<file path="src/pig_pkg.sv">
// Purpose: Shared constants for the pulse interrupt generator.
// Assumes: One 32-bit control register reached over an AXI4-Lite slave port.
// Notes:   Bit 0 is the pending flag, bits 31..1 are plain storage.
//
// Overview of operation
// Tick pulse raises second core interrupt output.
// Tick source drives pulse synchronous to clock.
// One 32-bit control register at offset zero.
// Bits 31..1 store and return written value.
// Bit 0 mirrors interrupt output level.
// Tick sets bit 0 regardless of state.
// Bus write of 1 sets flag.
// Only bus write of 0 clears flag.
// Register read/writable over AXI slave port.
// Second core service routine clears flag.
// First core may write 1 to interrupt.
// Tick beats simultaneous clearing write.
// Reset clears whole register, output low.

package pig_pkg;

    localparam int          PIG_DATA_W      = 32;
    localparam int          PIG_ADDR_W      = 4;
    localparam logic [31:0] PIG_BASE_ADDR   = 32'h7860_0000;
    localparam logic [31:0] PIG_CTRL_OFFSET = 32'h0000_0000;
    localparam int          PIG_FLAG_BIT    = 0;
    localparam logic [31:0] PIG_CTRL_RESET  = 32'h0000_0000;
    localparam logic [1:0]  PIG_RESP_OKAY   = 2'h0;
    localparam logic [1:0]  PIG_RESP_SLVERR = 2'h2;

endpackage

</file>
<file path="src/pig_flag_cell.sv">
// Purpose: Pending interrupt flag with set-over-clear priority.
// Assumes: Set pulse is synchronous to clk_in.
// Notes:   The flag register output drives the interrupt pin directly.
`timescale 1ns/1ps
`default_nettype none

module pig_flag_cell
    import pig_pkg::*;
(
    input  wire logic clk_in,
    input  wire logic rst_in,
    input  wire logic set_in,
    input  wire logic wr_en_in,
    input  wire logic wr_bit_in,
    output var  logic flag_out
);

    logic flag_q;
    logic flag_d;

    always_comb begin
        flag_d = flag_q;
        if (wr_en_in) begin
            flag_d = wr_bit_in;
        end
        // The pulse is applied last so a request is never lost to a racing clear.
        if (set_in) begin
            flag_d = 1'b1;
        end
    end

    always_ff @(posedge clk_in) begin
        if (rst_in) begin
            flag_q <= PIG_CTRL_RESET[PIG_FLAG_BIT];
        end else begin
            flag_q <= flag_d;
        end
    end

    assign flag_out = flag_q;

endmodule

`default_nettype wire

</file>
<file path="src/pig_irq_top.sv">
// Purpose: Turns a request pulse into a level interrupt with an AXI4-Lite control register.
// Assumes: request_tick_in is synchronous to clk_in; AXI master holds valid until ready.
// Notes:   The interrupt output is active high; invert at the pin if it must be low-true.
`timescale 1ns/1ps
`default_nettype none

module pig_irq_top
    import pig_pkg::*;
#(
    parameter int ADDR_W = PIG_ADDR_W,
    parameter int DATA_W = PIG_DATA_W
) (
    input  wire logic                clk_in,
    input  wire logic                rst_in,
    input  wire logic                request_tick_in,
    output var  logic                second_core_irq_out,
    input  wire logic [ADDR_W-1:0]   s_axi_awaddr_in,
    input  wire logic                s_axi_awvalid_in,
    output var  logic                s_axi_awready_out,
    input  wire logic [DATA_W-1:0]   s_axi_wdata_in,
    input  wire logic [DATA_W/8-1:0] s_axi_wstrb_in,
    input  wire logic                s_axi_wvalid_in,
    output var  logic                s_axi_wready_out,
    output var  logic [1:0]          s_axi_bresp_out,
    output var  logic                s_axi_bvalid_out,
    input  wire logic                s_axi_bready_in,
    input  wire logic [ADDR_W-1:0]   s_axi_araddr_in,
    input  wire logic                s_axi_arvalid_in,
    output var  logic                s_axi_arready_out,
    output var  logic [DATA_W-1:0]   s_axi_rdata_out,
    output var  logic [1:0]          s_axi_rresp_out,
    output var  logic                s_axi_rvalid_out,
    input  wire logic                s_axi_rready_in
);

    if (DATA_W != 32) begin : g_bad_data_w
        $error("pig_irq_top serves only a 32-bit data bus");
    end
    if (ADDR_W < 2) begin : g_bad_addr_w
        $error("pig_irq_top needs at least a 2-bit address");
    end

    // Only the control word is mapped; everything else answers with a slave error.
    function automatic logic addr_hit(input logic [ADDR_W-1:0] addr);
        return addr[ADDR_W-1:2] == PIG_CTRL_OFFSET[ADDR_W-1:2];
    endfunction

    function automatic logic [31:0] apply_strb(input logic [31:0] old_v,
                                               input logic [31:0] new_v,
                                               input logic [3:0]  strb);
        logic [31:0] res;
        res = old_v;
        for (int i = 0; i < 4; i++) begin
            if (strb[i]) begin
                res[i*8 +: 8] = new_v[i*8 +: 8];
            end
        end
        return res;
    endfunction

    logic        awready_q;
    logic        awready_d;
    logic        wready_q;
    logic        wready_d;
    logic        bvalid_q;
    logic        bvalid_d;
    logic [1:0]  bresp_q;
    logic [1:0]  bresp_d;
    logic        arready_q;
    logic        arready_d;
    logic        rvalid_q;
    logic        rvalid_d;
    logic [1:0]  rresp_q;
    logic [1:0]  rresp_d;
    logic [31:0] rdata_q;
    logic [31:0] rdata_d;
    logic [31:1] upper_q;
    logic [31:1] upper_d;
    logic        flag;
    logic        wr_fire;
    logic        rd_fire;
    logic        wr_hit;
    logic        flag_wr_en;
    logic [31:0] ctrl_word;
    logic [31:0] merged;

    assign wr_fire    = s_axi_awvalid_in && awready_q && s_axi_wvalid_in && wready_q;
    assign rd_fire    = s_axi_arvalid_in && arready_q;
    assign wr_hit     = addr_hit(s_axi_awaddr_in);
    assign ctrl_word  = {upper_q, flag};
    assign merged     = apply_strb(ctrl_word, s_axi_wdata_in, s_axi_wstrb_in);
    assign flag_wr_en = wr_fire && wr_hit && s_axi_wstrb_in[0];

    // Write channel: address and data are taken together in one handshake cycle.
    always_comb begin
        awready_d = 1'b0;
        wready_d  = 1'b0;
        bvalid_d  = bvalid_q;
        bresp_d   = bresp_q;
        upper_d   = upper_q;
        if (s_axi_awvalid_in && s_axi_wvalid_in && !awready_q && !bvalid_q) begin
            awready_d = 1'b1;
            wready_d  = 1'b1;
        end
        if (wr_fire) begin
            bvalid_d = 1'b1;
            bresp_d  = wr_hit ? PIG_RESP_OKAY : PIG_RESP_SLVERR;
            if (wr_hit) begin
                upper_d = merged[31:1];
            end
        end else if (bvalid_q && s_axi_bready_in) begin
            bvalid_d = 1'b0;
        end
    end

    always_ff @(posedge clk_in) begin
        if (rst_in) begin
            awready_q <= 1'b0;
            wready_q  <= 1'b0;
            bvalid_q  <= 1'b0;
            bresp_q   <= PIG_RESP_OKAY;
            upper_q   <= PIG_CTRL_RESET[31:1];
        end else begin
            awready_q <= awready_d;
            wready_q  <= wready_d;
            bvalid_q  <= bvalid_d;
            bresp_q   <= bresp_d;
            upper_q   <= upper_d;
        end
    end

    // Read channel: data is sampled at the address handshake and held until taken.
    always_comb begin
        arready_d = 1'b0;
        rvalid_d  = rvalid_q;
        rresp_d   = rresp_q;
        rdata_d   = rdata_q;
        if (s_axi_arvalid_in && !arready_q && !rvalid_q) begin
            arready_d = 1'b1;
        end
        if (rd_fire) begin
            rvalid_d = 1'b1;
            if (addr_hit(s_axi_araddr_in)) begin
                rdata_d = ctrl_word;
                rresp_d = PIG_RESP_OKAY;
            end else begin
                rdata_d = 32'h0000_0000;
                rresp_d = PIG_RESP_SLVERR;
            end
        end else if (rvalid_q && s_axi_rready_in) begin
            rvalid_d = 1'b0;
        end
    end

    always_ff @(posedge clk_in) begin
        if (rst_in) begin
            arready_q <= 1'b0;
            rvalid_q  <= 1'b0;
            rresp_q   <= PIG_RESP_OKAY;
            rdata_q   <= PIG_CTRL_RESET;
        end else begin
            arready_q <= arready_d;
            rvalid_q  <= rvalid_d;
            rresp_q   <= rresp_d;
            rdata_q   <= rdata_d;
        end
    end

    // The tick needs no synchroniser because its source shares clk_in.
    pig_flag_cell u_flag (
        .clk_in    (clk_in),
        .rst_in    (rst_in),
        .set_in    (request_tick_in),
        .wr_en_in  (flag_wr_en),
        .wr_bit_in (s_axi_wdata_in[PIG_FLAG_BIT]),
        .flag_out  (flag)
    );

    assign second_core_irq_out = flag;
    assign s_axi_awready_out   = awready_q;
    assign s_axi_wready_out    = wready_q;
    assign s_axi_bvalid_out    = bvalid_q;
    assign s_axi_bresp_out     = bresp_q;
    assign s_axi_arready_out   = arready_q;
    assign s_axi_rvalid_out    = rvalid_q;
    assign s_axi_rresp_out     = rresp_q;
    assign s_axi_rdata_out     = rdata_q;

    property p_tick_raises;
        @(posedge clk_in) disable iff (rst_in)
        request_tick_in |=> second_core_irq_out;
    endproperty
    a_tick_raises: assert property (p_tick_raises) else $error("tick did not raise irq");

    property p_write_one_sets;
        @(posedge clk_in) disable iff (rst_in)
        flag_wr_en && s_axi_wdata_in[0] |=> second_core_irq_out;
    endproperty
    a_write_one_sets: assert property (p_write_one_sets) else $error("write 1 did not set");

    property p_clear_only_by_write;
        @(posedge clk_in) disable iff (rst_in)
        $fell(second_core_irq_out) |-> $past(flag_wr_en && !s_axi_wdata_in[0]
                                             && !request_tick_in);
    endproperty
    a_clear_only_by_write: assert property (p_clear_only_by_write) else $error("bad clear");

    property p_tick_beats_clear;
        @(posedge clk_in) disable iff (rst_in)
        request_tick_in && flag_wr_en && !s_axi_wdata_in[0] |=> second_core_irq_out[*2];
    endproperty
    a_tick_beats_clear: assert property (p_tick_beats_clear) else $error("tick lost");

    property p_upper_stores;
        @(posedge clk_in) disable iff (rst_in)
        wr_fire && wr_hit && s_axi_wstrb_in == 4'hf |=> upper_q == $past(s_axi_wdata_in[31:1]);
    endproperty
    a_upper_stores: assert property (p_upper_stores) else $error("upper bits not stored");

    property p_read_mirrors;
        @(posedge clk_in) disable iff (rst_in)
        rd_fire && addr_hit(s_axi_araddr_in)
            |=> s_axi_rdata_out == $past(ctrl_word) && s_axi_rvalid_out;
    endproperty
    a_read_mirrors: assert property (p_read_mirrors) else $error("read data mismatch");

    property p_unmapped_read;
        @(posedge clk_in) disable iff (rst_in)
        rd_fire && !addr_hit(s_axi_araddr_in)
            |=> s_axi_rdata_out == 32'h0000_0000 && s_axi_rresp_out == PIG_RESP_SLVERR;
    endproperty
    a_unmapped_read: assert property (p_unmapped_read) else $error("unmapped read wrong");

    property p_write_answer;
        @(posedge clk_in) disable iff (rst_in)
        s_axi_awvalid_in && s_axi_wvalid_in && !s_axi_awready_out && !s_axi_bvalid_out
            |=> s_axi_awready_out && s_axi_wready_out ##1 s_axi_bvalid_out;
    endproperty
    a_write_answer: assert property (p_write_answer) else $error("write not answered");

    property p_resp_held;
        @(posedge clk_in) disable iff (rst_in)
        s_axi_bvalid_out && !s_axi_bready_in |=> s_axi_bvalid_out && $stable(s_axi_bresp_out);
    endproperty
    a_resp_held: assert property (p_resp_held) else $error("write response dropped");

    property p_reset_clears;
        @(posedge clk_in)
        rst_in |=> !second_core_irq_out && upper_q == PIG_CTRL_RESET[31:1];
    endproperty
    a_reset_clears: assert property (p_reset_clears) else $error("reset did not clear");

endmodule

`default_nettype wire

</file>
<file path="config.mk">
export PLATFORM = sky130hd
export DESIGN_NAME = pig_irq_top
export DESIGN_NICKNAME = d
export VERILOG_FILES = /design/src/pig_pkg.sv /design/src/pig_flag_cell.sv /design/src/pig_irq_top.sv
export SDC_FILE = /design/constraint.sdc
export NUM_CORES = 1
export LEC_CHECK = 0
export CAP_MARGIN = 20
export CORE_MARGIN = 3
export CORE_UTILIZATION = 40
export CTS_CLUSTER_DIAMETER = 60
export DETAILED_ROUTE_END_ITERATION = 6
export DONT_BUFFER_PORTS = 1
export PLACE_DENSITY = 0.64
export SLEW_MARGIN = 20
export SYNTH_ARGS = -nofsm -noshare
export SYNTH_HDL_FRONTEND = slang
export SYNTH_HIERARCHICAL = 1
export SYNTH_SLANG_ARGS = --single-unit
</file>
<file path="constraint.sdc">
create_clock -name clk_in -period 3.25 [get_ports clk_in]
set_input_delay 0.325 -clock clk_in [delete_from_list [all_inputs] [get_ports clk_in]]
set_output_delay 0.325 -clock clk_in [all_outputs]
set_load 0.01 [all_outputs]
</file>
==> impl_results.md <==
- Gates resized, CTS repair: 0
- Period utilisation layout: 0.550
- Max Fclk: 0.559 GHz
- Post-detail-place hpwl: 3.52 mm
- Leak: 1.02 nW
- Commonest cells after routing, fill and taps aside: dfxtp_1, nand2b_1, nor2_1, a22oi_1, mux2i_1
- Core area: 6530 sq um
- Hold Crit Class: input port to flip-flop
- Final Power: 0.00176 W
- RSZ-0062 raised after global routing: false
- Delay-heaviest family, CP: simple AND/OR/NAND/NOR gates
- Row cnt: 29
- Remaining Overflow, GRT: 0
- Antenna Violating Nets Remaining: 0
- Largest stage delay, worst path: 680 ps
- Setup Buffers After CTS: 0
- WP depth: 4
- WS Path Type: flip-flop to flip-flop
- TritonCTS buffer count: 9
- CP required: 3520 ps
- CP Buf/Inv Count: 1
- FF+latch count, synth: 70
- Area Overhead vs Synth: 7.24%
- Via Count: 1782
- Clock latency on the worst-skew pair: 330 ps
- FF-to-FF path depth: 4
- Vias per cell: 5.14
- Crit end category: flip-flop
- Slew HR: 0.542
- CTS max path bufs: 2
- Vias in the first global route: 1683
- Final Setup Violations: 0
- Iter 0 DRT Violations: 81
- Pin count of the biggest net entering global routing: 102
- Clk root buf: clkbuf_8
- Pre-antenna DRT Iters: 4
- # diodes: 0
- Starting Density: 0.426
- H-Tree Depth: 3
- Worst Tran Pin Value: 687 ps
- Most common cell after layout, fill and taps aside: dfxtp_1
- Total GRT Usage: 0.140
- Number of fill cells: 609
- TritonCTS clock tree: yes
- Max-cap viol count: 0
- Crit path DAT: 2060 ps
- Final #Nets: 317
- Sequential area share after synthesis: 0.503
- Critical path fanouts, max: 18
- Antenna violations before repair: 0
- Crit-path cells: and4bb_1, buf_4, a22oi_1, nor2_1
- First-pass GRT wire length: 8.36 mm
- Synth warnings: 6
- Pwr Density: 589 nW/um^2
- Setup Skew: 7.72 ps
- DRC viols: 0
- Slew Limit Fails: 0
- Clock sinks: 70
- Synth unique cells: 21
- Element type at the critical path start: flip-flop
- Die area: 8000 sq um
- Synthesized cell area: 2780 sq um
- Setup TNS: 0 ps
- Wire per inst: 15.8 um
- Hold depth: 1
- I/O Pins: 94
- Wirelength, routed: 5.47 mm
- Slowest-stage cell, CP: and4bb_1
- Die W: 89.4 um
- Hold Buf Count CTS: 0
- Die Y: 89.4 um
- Minimum clock period: 1790 ps
- Share of cells above drive strength 1: 0.0778
- Status: complete, no violations
- Clk slew on worst S/H paths: 80 ps
- Max IR drop VDD: 0.301 mV
- GP Congestion: 0.682
- Mean Syn Cell Area: 10.1 sq um
- Number of port buffers: 0
- Syn Inst Count: 277
- Final hold viol count: 0
-- synth_stat cells --
cell / instances / area (sq um)
nand2b_1: 63 / 394
nand2_1: 1 / 3.75
and3_4: 4 / 45.0
buf_6: 5 / 56.3
conb_1: 1 / 3.75
a211oi_1: 1 / 7.51
nand4bb_1: 1 / 11.3
mux2i_1: 32 / 320
nor3_1: 1 / 5.00
and3_1: 1 / 6.26
inv_1: 2 / 7.51
a21oi_1: 4 / 20.0
buf_1: 1 / 3.75
dfxtp_1: 70 / 1400
clkbuf_1: 11 / 41.3
buf_2: 3 / 15.0
buf_4: 6 / 45.0
a22oi_1: 32 / 240
nor4b_1: 1 / 8.76
nor2_1: 36 / 135
and4bb_1: 1 / 12.5
-- logic make-up (layout without fill, tap and decap cells) --
| kind of cell | count (synthesis) | after routing | synth area share |
|---|---|---|---|
| multiplexers | 32 | 32 | 0.115 |
| flip-flops | 70 | 70 | 0.503 |
| other | 1 | 2 | 0.00135 |
| AO/OA/AOI/OAI | 37 | 37 | 0.0962 |
| buffers and inverters | 28 | 20 | 0.0607 |
| AND/OR/NAND/NOR | 109 | 109 | 0.223 |
-- through the flow --
step	utilization	area, sq um	instances	worst slack, ps	hold slack (ps)
global route	0.457	2990	347	1310	23.6
finish	0.457	2990	347	1460	51.7
floorplan	-	2790	278	1920	394
global placement	0.419	2740	331	1470	402
CTS	0.457	2990	347	1450	37.1
detailed placement	0.419	2740	331	1470	405
-- per-layer routing --
| layer | up-vias | track usage | wire (um) |
|---|---|---|---|
| li1 | 902 | - | - |
| met1 | 802 | 0.170 | 2490 |
| met2 | 70 | 0.208 | 2350 |
| met3 | 8 | 0.0710 | 542 |
| met4 | 0 | 0.0568 | 91 |
| met5 | - | 0 | 0 |
-- registers in the layout (all words and copies together) (netlist names) --
name               count
s_axi_rdata_out       32
upper_q               31
s_axi_arready_out      1
s_axi_bresp_out        1
s_axi_bvalid_out       1
s_axi_rresp_out        1
s_axi_rvalid_out       1
s_axi_wready_out       1
u_flag/flag_out        1
-- worst paths after layout --
path	end	from	slack [ps]
max	s_axi_rdata_out[30]$_SDFFE_PP0P_	s_axi_arready_out$_SDFF_PP0_	1460
min	s_axi_rdata_out[0]$_SDFFE_PP0P_	rst_in	50
max reg2reg	s_axi_rdata_out[30]$_SDFFE_PP0P_	s_axi_arready_out$_SDFF_PP0_	1460
min reg2reg	upper_q[22]$_SDFFE_PP0P_	upper_q[22]$_SDFFE_PP0P_	470
-- cell type report --
cell class	instances	area [sq um]	share of cell area
Tap cell	77	96.3	0.0323
Multi-Input combinational cell	180	1220	0.408
Clock buffer	11	141	0.0474
Clock inverter	5	106	0.0356
Timing Repair Buffer	2	15.0	0.00503
Inverter	2	7.51	0.00251
Sequential cell	70	1400	0.469
-- report_power, final --
| part | internal, W | switching, W | leakage (nW) |
|---|---|---|---|
| Sequential | 0.000862 | 0.00000589 | 0.565 |
| Clock | 0.000532 | 0.000317 | 0.120 |
| Combinational | 0.0000221 | 0.0000187 | 0.333 |
| Total | 0.00142 | 0.000342 | 1.02 |
No activity file was read; power rests on OpenSTA's default activity.
